## config.mk

```make
export PLATFORM = sky130hd
export DESIGN_NAME = icx_top
export DESIGN_NICKNAME = d
export VERILOG_FILES = /design/src/icx_pkg.sv /design/src/icx_sfr.sv /design/src/icx_arb.sv /design/src/icx_top.sv
export VERILOG_INCLUDE_DIRS = /design/src /design/src/src
export SDC_FILE = /design/constraint.sdc
export NUM_CORES = 1
export LEC_CHECK = 0
export BUFFER_PORTS_ARGS = -buffer_cell sky130_fd_sc_hd__buf_4
export CAP_MARGIN = 20
export CORE_ASPECT_RATIO = 1.1
export CORE_MARGIN = 5
export CORE_UTILIZATION = 50
export CTS_CLUSTER_SIZE = 8
export DETAILED_ROUTE_END_ITERATION = 8
export GPL_ROUTABILITY_DRIVEN = 0
export GPL_TIMING_DRIVEN = 1
export PLACE_DENSITY = 0.74
export SYNTH_ARGS = -nofsm -noshare
export SYNTH_HDL_FRONTEND = slang
export SYNTH_SLANG_ARGS = --single-unit
```

## constraint.sdc

```tcl
create_clock -name clk -period 5.9 [get_ports clk]
set_input_delay 1.18 -clock clk [delete_from_list [all_inputs] [get_ports clk]]
set_output_delay 1.18 -clock clk [all_outputs]
set_load 0.01 [all_outputs]
```

## src/icx_cfg.svh

```systemverilog
// Constants of the two-level interrupt controller.
// Assumes a single clock domain and an 8-bit special-register port.
`ifndef ICX_CFG_SVH
`define ICX_CFG_SVH

`define ICX_NSRC 21
`define ICX_SRC_W 5
`define ICX_T2_SRC 5
`define ICX_RSVD_SRC 17
`define ICX_VEC_BASE 16'h0003
`define ICX_VEC_SHIFT 3
`define ICX_RESET_VEC 16'h0000
`define ICX_CALL_CYC 3'h5
`define ICX_CNT_ONE 3'h1
`define ICX_GLB_BIT 7
`define ICX_ADDR_IE 8'hA8
`define ICX_ADDR_IP 8'hB8
`define ICX_ADDR_EIE1 8'hE6
`define ICX_ADDR_EXTENDED_PRIORITY_REG_A 8'hF6
`define ICX_ADDR_EIE2 8'hE7
`define ICX_ADDR_EXTENDED_PRIORITY_REG_B 8'hF7
`define ICX_REG_RST 8'h00
`define ICX_IP_RD_ONE 8'h80
`define ICX_IP_MASK 8'h7F
`define ICX_EIE2_MASK 8'h3B

`endif

```

## src/icx_pkg.sv

```systemverilog
// Types and helpers of the two-level interrupt controller.
// Assumes icx_cfg.svh is on the include path.
`include "icx_cfg.svh"

package icx_pkg;

    typedef enum logic [1:0] {
        ICX_IDLE = 2'b00,
        ICX_CALL = 2'b01
    } icx_state_t;

    typedef struct packed {
        logic [7:0] addr;
        logic [7:0] wdata;
        logic wr;
        logic rd;
        logic bit_set;
        logic bit_clr;
        logic [2:0] bit_idx;
    } icx_sfr_req_t;

    typedef struct packed {
        logic [15:0] vector;
        logic [`ICX_SRC_W-1:0] src;
        logic level;
    } icx_call_t;

    // Lowest set index of a source vector
    function automatic logic [`ICX_SRC_W-1:0] icx_first(input logic [`ICX_NSRC-1:0] v);
        logic [`ICX_SRC_W-1:0] r;
        r = '0;
        for (int i = `ICX_NSRC - 1; i >= 0; i--) begin
            if (v[i]) begin
                r = i[`ICX_SRC_W-1:0];
            end
        end
        return r;
    endfunction : icx_first

    function automatic logic [15:0] icx_vector(input logic [`ICX_SRC_W-1:0] s);
        return `ICX_VEC_BASE + ({11'h000, s} << `ICX_VEC_SHIFT);
    endfunction : icx_vector

endpackage : icx_pkg

```

## src/icx_sfr.sv

```systemverilog
// Enable and priority registers of the interrupt controller.
// Assumes one access per cycle on the special-register port.
`timescale 1ns/1ns
module icx_sfr
    import icx_pkg::*;
(
    // Clock and reset
    input wire logic clk,
    input wire logic reset_n,
    // Register port
    input icx_sfr_req_t req,
    output logic [7:0] rdata,
    // Decoded controls
    output logic glb_en,
    output logic [`ICX_NSRC-1:0] src_en,
    output logic [`ICX_NSRC-1:0] src_hi
);
    logic [7:0] ie_ff, ip_ff, eie1_ff, extended_priority_reg_a_ff, eie2_ff, extended_priority_reg_b_ff, rdata_ff;
    logic [7:0] nxt_ie, nxt_ip, nxt_eie1, nxt_extended_priority_reg_a, nxt_eie2, nxt_extended_priority_reg_b, nxt_rdata;

    function automatic logic [7:0] upd(input logic [7:0] cur, input logic [7:0] adr,
                                       input icx_sfr_req_t r, input logic bitok);
        logic [7:0] m;
        m = 8'h01 << r.bit_idx;
        if (r.addr != adr) return cur;
        if (r.wr) return r.wdata;
        if (bitok && r.bit_set) return cur | m;
        if (bitok && r.bit_clr) return cur & ~m;
        return cur;
    endfunction : upd

    // ****************************************
    // Register update and read
    // ****************************************
    always_comb begin
        nxt_ie = upd(ie_ff, `ICX_ADDR_IE, req, 1'b1);
        nxt_ip = upd(ip_ff, `ICX_ADDR_IP, req, 1'b1) & `ICX_IP_MASK;
        nxt_eie1 = upd(eie1_ff, `ICX_ADDR_EIE1, req, 1'b0);
        nxt_extended_priority_reg_a = upd(extended_priority_reg_a_ff, `ICX_ADDR_EXTENDED_PRIORITY_REG_A, req, 1'b0);
        nxt_eie2 = upd(eie2_ff, `ICX_ADDR_EIE2, req, 1'b0) & `ICX_EIE2_MASK;
        nxt_extended_priority_reg_b = upd(extended_priority_reg_b_ff, `ICX_ADDR_EXTENDED_PRIORITY_REG_B, req, 1'b0) & `ICX_EIE2_MASK;
        nxt_rdata = rdata_ff;
        if (req.rd) begin
            case (req.addr)
                `ICX_ADDR_IE: nxt_rdata = ie_ff;
                `ICX_ADDR_IP: nxt_rdata = ip_ff | `ICX_IP_RD_ONE;
                `ICX_ADDR_EIE1: nxt_rdata = eie1_ff;
                `ICX_ADDR_EXTENDED_PRIORITY_REG_A: nxt_rdata = extended_priority_reg_a_ff;
                `ICX_ADDR_EIE2: nxt_rdata = eie2_ff;
                `ICX_ADDR_EXTENDED_PRIORITY_REG_B: nxt_rdata = extended_priority_reg_b_ff;
                default: nxt_rdata = `ICX_REG_RST;
            endcase
        end
    end

    always_ff @(posedge clk or negedge reset_n) begin
        if (!reset_n) begin
            ie_ff <= `ICX_REG_RST;
            ip_ff <= `ICX_REG_RST;
            eie1_ff <= `ICX_REG_RST;
            extended_priority_reg_a_ff <= `ICX_REG_RST;
            eie2_ff <= `ICX_REG_RST;
            extended_priority_reg_b_ff <= `ICX_REG_RST;
            rdata_ff <= `ICX_REG_RST;
        end else begin
            ie_ff <= nxt_ie;
            ip_ff <= nxt_ip;
            eie1_ff <= nxt_eie1;
            extended_priority_reg_a_ff <= nxt_extended_priority_reg_a;
            eie2_ff <= nxt_eie2;
            extended_priority_reg_b_ff <= nxt_extended_priority_reg_b;
            rdata_ff <= nxt_rdata;
        end
    end

    assign rdata = rdata_ff;
    assign glb_en = ie_ff[`ICX_GLB_BIT];
    assign src_en = {eie2_ff[5:0], eie1_ff, ie_ff[6:0]};
    assign src_hi = {extended_priority_reg_b_ff[5:0], extended_priority_reg_a_ff, ip_ff[6:0]};

endmodule : icx_sfr

```

## src/icx_arb.sv

```systemverilog
// Two-level priority resolver of the interrupt controller.
// Assumes pending flags and enables are stable within a cycle.
`timescale 1ns/1ns
module icx_arb
    import icx_pkg::*;
#(
    parameter int NSRC = `ICX_NSRC
) (
    // Sources
    input wire logic [NSRC-1:0] pend,
    input wire logic [NSRC-1:0] src_en,
    input wire logic [NSRC-1:0] src_hi,
    input wire logic glb_en,
    input wire logic [1:0] in_srv,
    // Result
    output logic [NSRC-1:0] act,
    output logic valid,
    output logic [`ICX_SRC_W-1:0] idx,
    output logic level
);
    if (NSRC != `ICX_NSRC) begin : g_bad_nsrc
        $error("icx_arb: NSRC must match the source table");
    end

    logic [NSRC-1:0] hi_act, lo_act;

    // ****************************************
    // Level then fixed order
    // ****************************************
    always_comb begin
        act = pend & src_en & {NSRC{glb_en}};
        hi_act = act & src_hi;
        lo_act = act & ~src_hi;
        valid = 1'b0;
        idx = '0;
        level = 1'b0;
        if (hi_act != '0 && !in_srv[1]) begin
            valid = 1'b1;
            idx = icx_first(hi_act);
            level = 1'b1;
        end else if (lo_act != '0 && in_srv == 2'b00) begin
            valid = 1'b1;
            idx = icx_first(lo_act);
        end
    end

endmodule : icx_arb

```

## src/icx_top.sv

```systemverilog
// Two-level interrupt controller: registers, arbitration, call sequencing.
// Assumes the CPU marks instruction ends, returns and stalls synchronously.
`timescale 1ns/1ns
module icx_top
    import icx_pkg::*;
(
    // Clock and reset
    input wire logic clk,
    input wire logic reset_n,
    // Register port
    input icx_sfr_req_t sfr_req,
    output logic [7:0] sfr_rdata,
    // Source flags
    input wire logic [`ICX_NSRC-1:0] src_flag,
    input wire logic timer2_low_overflow_flag,
    input wire logic timer2_high_overflow_flag,
    // CPU side
    input wire logic cpu_instr_end,
    input wire logic return_from_interrupt,
    input wire logic cpu_stall,
    output logic long_call_start,
    output logic call_busy,
    output logic handler_enter,
    output icx_call_t call_info,
    output logic [1:0] level_in_service
);
    logic glb_en;
    logic [`ICX_NSRC-1:0] src_en, src_hi, pend, act;
    logic arb_valid, arb_level;
    logic [`ICX_SRC_W-1:0] arb_idx;

    icx_state_t state_ff, nxt_state;
    logic [2:0] cnt_ff, nxt_cnt;
    logic [1:0] srv_ff, nxt_srv;
    logic req_ff, nxt_req;
    icx_call_t req_info_ff, nxt_req_info;
    icx_call_t call_ff, nxt_call;

    // ****************************************
    // Registers and arbitration
    // ****************************************
    icx_sfr u_sfr (
        .clk(clk),
        .reset_n(reset_n),
        .req(sfr_req),
        .rdata(sfr_rdata),
        .glb_en(glb_en),
        .src_en(src_en),
        .src_hi(src_hi)
    );

    always_comb begin
        pend = src_flag;
        pend[`ICX_T2_SRC] = timer2_low_overflow_flag | timer2_high_overflow_flag;
        pend[`ICX_RSVD_SRC] = 1'b0;
    end

    icx_arb #(
        .NSRC(`ICX_NSRC)
    ) u_arb (
        .pend(pend),
        .src_en(src_en),
        .src_hi(src_hi),
        .glb_en(glb_en),
        .in_srv(nxt_srv),
        .act(act),
        .valid(arb_valid),
        .idx(arb_idx),
        .level(arb_level)
    );

    // ****************************************
    // Detection stage
    // ****************************************
    always_comb begin
        nxt_req = arb_valid;
        nxt_req_info.vector = icx_vector(arb_idx);
        nxt_req_info.src = arb_idx;
        nxt_req_info.level = arb_level;
    end

    always_ff @(posedge clk or negedge reset_n) begin
        if (!reset_n) begin
            req_ff <= 1'b0;
            req_info_ff <= '0;
        end else begin
            req_ff <= nxt_req;
            req_info_ff <= nxt_req_info;
        end
    end

    // ****************************************
    // Call sequencing
    // ****************************************
    always_comb begin
        nxt_state = state_ff;
        nxt_cnt = cnt_ff;
        nxt_call = call_ff;
        long_call_start = 1'b0;
        handler_enter = 1'b0;
        case (state_ff)
            ICX_IDLE: begin
                // A return itself is never the boundary; the next instruction is
                if (req_ff && cpu_instr_end && !return_from_interrupt && !cpu_stall) begin
                    long_call_start = 1'b1;
                    nxt_state = ICX_CALL;
                    nxt_cnt = `ICX_CALL_CYC - `ICX_CNT_ONE;
                    nxt_call = req_info_ff;
                end
            end
            ICX_CALL: begin
                if (!cpu_stall) begin
                    if (cnt_ff == `ICX_CNT_ONE) begin
                        handler_enter = 1'b1;
                        nxt_state = ICX_IDLE;
                    end
                    nxt_cnt = cnt_ff - `ICX_CNT_ONE;
                end
            end
            default: begin
                nxt_state = ICX_IDLE;
                nxt_cnt = '0;
            end
        endcase
    end

    always_ff @(posedge clk or negedge reset_n) begin
        if (!reset_n) begin
            state_ff <= ICX_IDLE;
            cnt_ff <= '0;
            call_ff <= '{vector: `ICX_RESET_VEC, src: '0, level: 1'b0};
        end else begin
            state_ff <= nxt_state;
            cnt_ff <= nxt_cnt;
            call_ff <= nxt_call;
        end
    end

    // ****************************************
    // Levels in service
    // ****************************************
    always_comb begin
        nxt_srv = srv_ff;
        if (return_from_interrupt) begin
            if (srv_ff[1]) begin
                nxt_srv[1] = 1'b0;
            end else begin
                nxt_srv[0] = 1'b0;
            end
        end
        if (handler_enter) begin
            nxt_srv[call_ff.level] = 1'b1;
        end
    end

    always_ff @(posedge clk or negedge reset_n) begin
        if (!reset_n) begin
            srv_ff <= 2'b00;
        end else begin
            srv_ff <= nxt_srv;
        end
    end

    assign call_busy = (state_ff == ICX_CALL);
    assign call_info = call_ff;
    assign level_in_service = srv_ff;

    // ****************************************
    // Checks
    // ****************************************
    logic [`ICX_NSRC-1:0] lvl_act;
    logic [`ICX_NSRC-1:0] below_idx;

    always_comb begin
        lvl_act = arb_level ? (act & src_hi) : (act & ~src_hi);
        below_idx = ({{(`ICX_NSRC-1){1'b0}}, 1'b1} << arb_idx) - {{(`ICX_NSRC-1){1'b0}}, 1'b1};
    end
endmodule : icx_top

```

# Word level (Yosys, flattened, before mapping)
# Cells that the tools add are included.
[op_classes] bitwise_logic=12 n_lt_le_gt_ge=2 n_reduce_logical=22 n_eq_ne=17 n_mux=122 shift=1 n_addsub=2
[ops] operator="5-bit 2-to-1 mux" n=44
[ops] operator="8-bit 2-to-1 mux" n=16
[ops] operator="21-bit AND" n=4
[ops] operator="7-bit 2-to-1 mux" n=8
[ops] operator="8-bit equality test, second input constant" n=6
[ops] operator="6-bit 2-to-1 mux" n=8
[ops] operator="8-bit != test, second input constant" n=6
[ops] operator="8-bit one-hot mux with 6 select lines" n=1
[ops] operator="21-bit nonzero test" n=2
[ops] operator="1-bit 2-to-1 mux" n=35
[ops] operator="21-bit inverter" n=1
[ops] operator="2-bit 2-to-1 mux" n=5
[ops] operator="2-bit by 8-bit adder with 9-bit output, first input constant" n=1
[ops] operator="8-bit AND" n=1
[ops] operator="8-bit inverter" n=1
[ops] operator="8-bit OR" n=1
[ops] operator="2-bit nonzero test" n=4
[ops] operator="4-bit nonzero test" n=2
[ops] operator="1-bit by 3-bit left shift with 8-bit output, first input constant" n=1
[ops] operator="7-bit AND" n=1
[ops] operator="7-bit OR" n=1
[ops] operator="1-bit logical AND" n=6
[ops] operator="3-bit 2-to-1 mux" n=2
[ops] operator="3-bit one-hot mux with 2 select lines" n=1
[ops] operator="15 further kinds" n=20
[totals] out_inout_bits=35 inputBits=51 reg_bits=87 wordCells=195

# Longest topological paths before layout
[depth] word_depth=28 depth_mapped=10 mapped_depth_nobuf=10

# Modules after synthesis
# From an unflattened synthesis, not the netlist that was laid out.
[unflattened] hier_cells=462 area_unflattened_um2=4576.9
[by_module_without_submodules] module="icx_sfr" area_each_um2=2578.7 seq_area_each_um2=1226.2 n_inst=1 cells_per_inst=229
[by_module_without_submodules] module="icx_arb" area_each_um2=1076.0 seq_area_each_um2=0.0 n_inst=1 cells_per_inst=162
[by_module_without_submodules] module="icx_top" area_each_um2=922.1 seq_area_each_um2=525.5 n_inst=1 cells_per_inst=71

# Least setup slack after synthesis
# OpenSTA, ideal clock, no wires.
[synth_timing] kind="input to register" startpoint="input src_flag[13]" endpoint="register req_info_ff[1] (netlist bit)" setup_time_ns=0.139 path_stages=7 slack_ns=2.712 required_time_ns=5.761 t_arrival_ns=3.049 n_path_buf=0 path_cell_list="nand4b_1 o21ai_0 or4_1 or4_4 nand4b_4 nor3_1 or4_1"
[synth_between] elab_chain_cells=19 word_cells_on_any_way=38 classes_between="mux (30); bitwise (4); reduce/logical (4)"
[synth_rtl] element="start, declared" line_no="icx_top.sv:14" text="input wire logic [`ICX_NSRC-1:0] src_flag,"
[synth_rtl] element="21-bit AND * (2 in series)" line_no="icx_arb.sv:31" text="act = pend & src_en & {NSRC{glb_en}};"
[synth_rtl] element="21-bit AND" line_no="icx_arb.sv:33" text="lo_act = act & ~src_hi;"
[synth_rtl] element="5-bit 2-to-1 mux (14 in series)" line_no="icx_pkg.sv:33" text="if (v[i]) begin"
[synth_rtl] element="5-bit 2-to-1 mux" line_no="icx_arb.sv:41" text="end else if (lo_act != '0 && in_srv == 2'b00) begin"
[synth_rtl] element="5-bit 2-to-1 mux *" line_no="icx_arb.sv:37" text="if (hi_act != '0 && !in_srv[1]) begin"
[synth_rtl] element="via arb_idx[0]" line_no="icx_top.sv:30" text="logic [`ICX_SRC_W-1:0] arb_idx;"
[synth_rtl] element="end signal, assigned" line_no="icx_top.sv:88" text="req_info_ff <= nxt_req_info;"
[synth_rtl] element="end, declared" line_no="icx_top.sv:36" text="icx_call_t req_info_ff, nxt_req_info;"
# The timed path passes the listed nets; every way through them passes the cells marked *.
# A chain may end at the register's enable or synchronous reset.

# Final worst setup path
[layout_timing] startpoint="input cpu_stall" endpoint="output handler_enter"
[layout_between] elab_chain_cells=2
[layout_rtl] element="start, declared" line_no="icx_top.sv:20" text="input wire logic cpu_stall,"
[layout_rtl] element="1-bit 2-to-1 mux" line_no="icx_top.sv:112" text="if (!cpu_stall) begin"
[layout_rtl] element="1-bit 2-to-1 mux" line_no="icx_top.sv:101" text="case (state_ff)"
[layout_rtl] element="end, declared" line_no="icx_top.sv:23" text="output logic handler_enter,"
# No other way between the ends.

==> impl_metrics.prom <==
# TYPE chip_impl_metric gauge
chip_impl_metric{name="ios",unit=""} 86
chip_impl_metric{name="hpwlAfterDp",unit="µm"} 9107
chip_impl_metric{name="synth-seq-area-share",unit="%"} 41.19
chip_impl_metric{name="clock_latency",unit="ns"} 0.36
chip_impl_metric{name="drc_errors",unit=""} 0
chip_impl_info{name="synth_common_cells",value="70 x dfrtp_1, 38 x mux2_2, 36 x a21oi_1, 33 x o21ai_0, 26 x nor2_1"} 1
chip_impl_info{name="cp-start-kind",value="primary input"} 1
chip_impl_metric{name="share_comb_of_total_power",unit="%"} 12.3
chip_impl_info{name="synthDominantAreaCellType",value="dfrtp_1"} 1
chip_impl_metric{name="critical_path_required",unit="ns"} 4.72
chip_impl_metric{name="max_cap_viol_count",unit=""} 0
chip_impl_metric{name="cts.htree.levels",unit=""} 3
chip_impl_metric{name="post_synth_num_cell_types",unit=""} 63
chip_impl_metric{name="p_switching",unit="µW"} 293.9
chip_impl_info{name="timing.critical_path.from",value="cpu_stall"} 1
chip_impl_info{name="path_cells",value="buf_4 > nand2b_1 > or3b_2 > inv_2 > buf_4"} 1
chip_impl_metric{name="share_of_yosys_cell_area_claimed_by_the_top_area_cell_type",unit="%"} 41.19
chip_impl_metric{name="netSwitchingFraction",unit="%"} 25.73
chip_impl_info{name="worst_path_most_repeated_cell",value="buf_4"} 1
chip_impl_metric{name="num_rows",unit=""} 35
chip_impl_metric{name="power.sequential.fraction",unit="%"} 46.4
chip_impl_info{name="outcome",value="complete, no violations"} 1
chip_impl_metric{name="worst_setup_hold_path_clk_slew",unit="ns"} 0.07
chip_impl_metric{name="dieArea",unit="mm²"} 0.01045
chip_impl_metric{name="finalClockSkew",unit="ns"} 0.009499
chip_impl_metric{name="cts_buffers",unit=""} 9
chip_impl_metric{name="setup_tns",unit="ns"} 0
chip_impl_metric{name="ctsHoldBuffers",unit=""} 0
chip_impl_metric{name="finalInstanceArea",unit="mm²"} 0.005055
chip_impl_info{name="rsz0062_at_grt",value="no"} 1
chip_impl_metric{name="worst_pin_slew",unit="ns"} 0.8981
chip_impl_metric{name="ys_warn_count",unit=""} 0
chip_impl_metric{name="report.final.setup_viol",unit=""} 0
chip_impl_info{name="critical_path_class",value="in -> out"} 1
chip_impl_metric{name="count_of_inserted_antenna_diode_cells",unit=""} 0
chip_impl_metric{name="first_pass_iters",unit=""} 5
chip_impl_metric{name="ratio_of_cells_with_drive_above_1_in_the_final_layout",unit="%"} 30.16
chip_impl_info{name="tritoncts",value="built"} 1
chip_impl_metric{name="timing.reg2reg.worst_path_depth",unit=""} 8
chip_impl_info{name="worst_setup_path_end_kind",value="primary output"} 1
chip_impl_metric{name="die-width",unit="µm"} 97.94
chip_impl_metric{name="timing.final.max_slew_violations",unit=""} 0
chip_impl_metric{name="internal_power",unit="µW"} 848.3
chip_impl_metric{name="achievable-frequency",unit="GHz"} 0.2956
chip_impl_metric{name="grtUsageTotal",unit="%"} 23.84
chip_impl_metric{name="period_minus_slack",unit="ns"} 3.382
chip_impl_metric{name="worstPathArrival",unit="ns"} 2.20
chip_impl_info{name="holdCritPathClass",value="reg -> reg"} 1
chip_impl_metric{name="grt_overflow_total",unit=""} 0
chip_impl_metric{name="initialDrtViolationCount",unit=""} 335
chip_impl_metric{name="max_stage_delay",unit="ns"} 0.51
chip_impl_metric{name="finalHoldViolCount",unit=""} 0
chip_impl_metric{name="post_synth_inst_count",unit=""} 435
chip_impl_metric{name="synth_enable_flop_cells",unit=""} 0
chip_impl_info{name="cts_root_buf",value="clkbuf_8"} 1
chip_impl_metric{name="wl_per_cell",unit="µm"} 19.97
chip_impl_metric{name="crit_path_max_fanout",unit=""} 5
chip_impl_info{name="worstSetupEndpoint",value="handler_enter"} 1
chip_impl_metric{name="clockBufferDepth",unit=""} 2
chip_impl_metric{name="synthToLayoutAreaGrowth",unit="%"} 18.86
chip_impl_info{name="yosysMostFrequentCell",value="dfrtp_1"} 1
chip_impl_metric{name="leakage",unit="nW"} 2.366
chip_impl_metric{name="ys_async_sr_fraction",unit="%"} 100.0
chip_impl_info{name="worst_r2r_endpoint",value="req_info_ff[1]$_DFF_PN0_"} 1
chip_impl_metric{name="totalWireLength",unit="µm"} 12280
chip_impl_metric{name="synth_seq_cells",unit=""} 70
chip_impl_metric{name="post_cts_buffers",unit=""} 0
chip_impl_metric{name="initial_antenna_violation_count",unit=""} 0
chip_impl_metric{name="power-per-cell-area",unit="mW/mm²"} 226.0
chip_impl_info{name="netlist_top_cells_area",value="dfrtp_1 41%, mux2_2 10%, a21oi_1 4.2%"} 1
chip_impl_metric{name="final_core_utilization",unit="%"} 60.43
chip_impl_metric{name="clock_sink_count",unit=""} 70
chip_impl_metric{name="resized_after_cts",unit=""} 0
chip_impl_metric{name="setup.reg_to_reg.worst_slack",unit="ns"} 2.93
chip_impl_metric{name="power.ir.vdd_worst",unit="V"} 0.0001234
chip_impl_metric{name="n_fill_cell",unit=""} 727
chip_impl_metric{name="port_buffers",unit=""} 74
chip_impl_metric{name="grt_first_pass_wirelength",unit="µm"} 19690
chip_impl_metric{name="y_dimension_of_the_die",unit="µm"} 106.7
chip_impl_metric{name="num_vias",unit=""} 3959
chip_impl_metric{name="vias_per_cell",unit=""} 6.437
chip_impl_metric{name="worst_slew_margin_rel",unit="%"} 40.13
chip_impl_metric{name="post-route-worst-setup-slack",unit="ns"} 2.518
chip_impl_metric{name="dpl_cell_area",unit="mm²"} 0.004818
chip_impl_metric{name="final_net_count",unit=""} 552
chip_impl_metric{name="clock_power_share",unit="%"} 41.2
chip_impl_metric{name="mappedNetlistArea",unit="mm²"} 0.004253
chip_impl_metric{name="grt_pass1_vias",unit=""} 3828
chip_impl_metric{name="antenna_left",unit=""} 0
chip_impl_info{name="timing.critical_path.slowest_stage_cell",value="or3b_2"} 1
chip_impl_info{name="worst_r2r_startpoint",value="u_sfr.ie_ff[7]$_DFFE_PN0P_"} 1
chip_impl_metric{name="placeableCoreArea",unit="mm²"} 0.008364
chip_impl_metric{name="period_share",unit="%"} 57.33
chip_impl_metric{name="floorplan.initialDensity",unit="%"} 50.85
chip_impl_metric{name="average_cell_area_after_synthesis",unit="µm²"} 9.777
chip_impl_metric{name="grt_max_degree",unit=""} 71
chip_impl_info{name="ys_dominant_reg_cell",value="dfrtp_1"} 1
chip_impl_metric{name="dpl_worst_slack",unit="ns"} 2.378
worst max-delay path, delay by kind of cell:
family,cells,cell delay (ns)
AND/OR/NAND/NOR,2,0.70
buffers and inverters,3,0.33
per-layer routing:
layer	track usage, %	routed length (µm)	up-vias
li1	-	-	1774
met1	29.74	4839	1887
met2	39.01	5928	246
met3	5.010	1025	52
met4	12.27	488	0
met5	0	0	-
state kept, by name, indices dropped and copies added (netlist names):
| signal | cells |
|---|---|
| cnt_ff | 3 |
| u_sfr.eie2_ff | 5 |
| u_sfr.ie_ff | 8 |
| state_ff | 1 |
| req_ff | 1 |
| u_sfr.ip_ff | 7 |
| u_sfr.rdata | 8 |
| req_info_ff | 7 |
| u_sfr.eie1_ff | 8 |
| level_in_service | 2 |
| u_sfr.extended_priority_reg_b_ff | 5 |
| call_info | 7 |
| u_sfr.extended_priority_reg_a_ff | 8 |
per-stage QoR:
step           total power, mW  hold slack, ns  instances
6_report                 1.142          0.4811        615
5_1_grt                  1.186          0.5005        615
4_1_cts                  1.142          0.4823        615
3_5_place_dp            0.6779          0.4649        599
3_3_place_gp            0.6722          0.4596        598
2_1_floorplan           0.6096          0.4542        443
placed cells by master (no fill, tap or decap), drive strengths merged, types with 2 or more instances in the layout:
| master | netlist | final |
|---|---|---|
| nand4 | 16 | 16 |
| a31oi | 5 | 5 |
| clkbuf | 15 | 10 |
| a21oi | 36 | 36 |
| a21boi | 7 | 7 |
| o22ai | 10 | 10 |
| o311ai | 2 | 2 |
| conb | 2 | 10 |
| o2111ai | 2 | 2 |
| a221oi | 4 | 4 |
| a21o | 2 | 2 |
| ha | 2 | 2 |
| nand2 | 20 | 20 |
| mux4 | 5 | 5 |
| buf | 18 | 78 |
| nor4 | 5 | 5 |
| a31o | 2 | 2 |
| nor3 | 7 | 7 |
| or4 | 3 | 3 |
| and4b | 2 | 2 |
| bufinv | 0 | 3 |
| nor2 | 26 | 26 |
| o31ai | 3 | 3 |
| and3 | 2 | 2 |
| nand3 | 17 | 17 |
| nor2b | 4 | 4 |
| nand3b | 2 | 2 |
| a22oi | 5 | 5 |
| and4 | 10 | 10 |
| o21ai | 37 | 37 |
| nand2b | 9 | 9 |
| inv | 11 | 12 |
| nand4b | 12 | 12 |
| nor3b | 2 | 2 |
| dfrtp | 70 | 70 |
| clkinv | 1 | 3 |
| mux2 | 38 | 38 |
| o32ai | 4 | 4 |
how the worst min path moves through the flow:
| stage | from | end | slack, ns | cells past startpoint |
|---|---|---|---|---|
| finish | req_info_ff[7]$_DFF_PN0_ | call_info[7]$_DFFE_PN0P_ | 0.48 | 1 |
| global route | req_info_ff[7]$_DFF_PN0_ | call_info[7]$_DFFE_PN0P_ | 0.50 | 1 |
| CTS | req_info_ff[3]$_DFF_PN0_ | call_info[3]$_DFFE_PN0P_ | 0.48 | 1 |
| detailed placement | req_info_ff[3]$_DFF_PN0_ | call_info[3]$_DFFE_PN0P_ | 0.46 | 1 |
| global placement | req_info_ff[0]$_DFF_PN0_ | call_info[0]$_DFFE_PN0P_ | 0.46 | 1 |
| floorplan | req_info_ff[0]$_DFF_PN0_ | call_info[0]$_DFFE_PN0P_ | 0.45 | 1 |
area by class of cell:
cell class	instances	area [µm²]	share of cell area, %
Tap cell	111	138.9	2.748
Sequential cell	70	1752	34.65
Clock buffer	10	127.6	2.525
Multi-Input combinational cell	328	2297	45.45
Clock inverter	6	108.9	2.153
Timing Repair Buffer	78	585.6	11.58
Inverter	12	45.04	0.8911
power groups by stage:
stage / clock (mW) / combinational (mW) / sequential [mW]
2_1_floorplan: 0 / 0.0768 / 0.533
3_3_place_gp: 0 / 0.136 / 0.536
3_5_place_dp: 0 / 0.139 / 0.539
4_1_cts: 0.473 / 0.140 / 0.529
5_1_grt: 0.496 / 0.156 / 0.533
6_report: 0.471 / 0.141 / 0.530
kinds of logic after synthesis:
family / after synthesis / share of synthesized area, %
AND/OR/NAND/NOR: 141 / 20.09
multiplexers: 43 / 12.71
adder cells (fa/ha/maj): 3 / 0.8237
other: 2 / 0.1766
AO/OA/AOI/OAI: 130 / 19.15
flip-flops: 70 / 41.19
XOR/XNOR: 1 / 0.2060
buffers and inverters: 45 / 5.648
(Power assumes the default switching activity.)
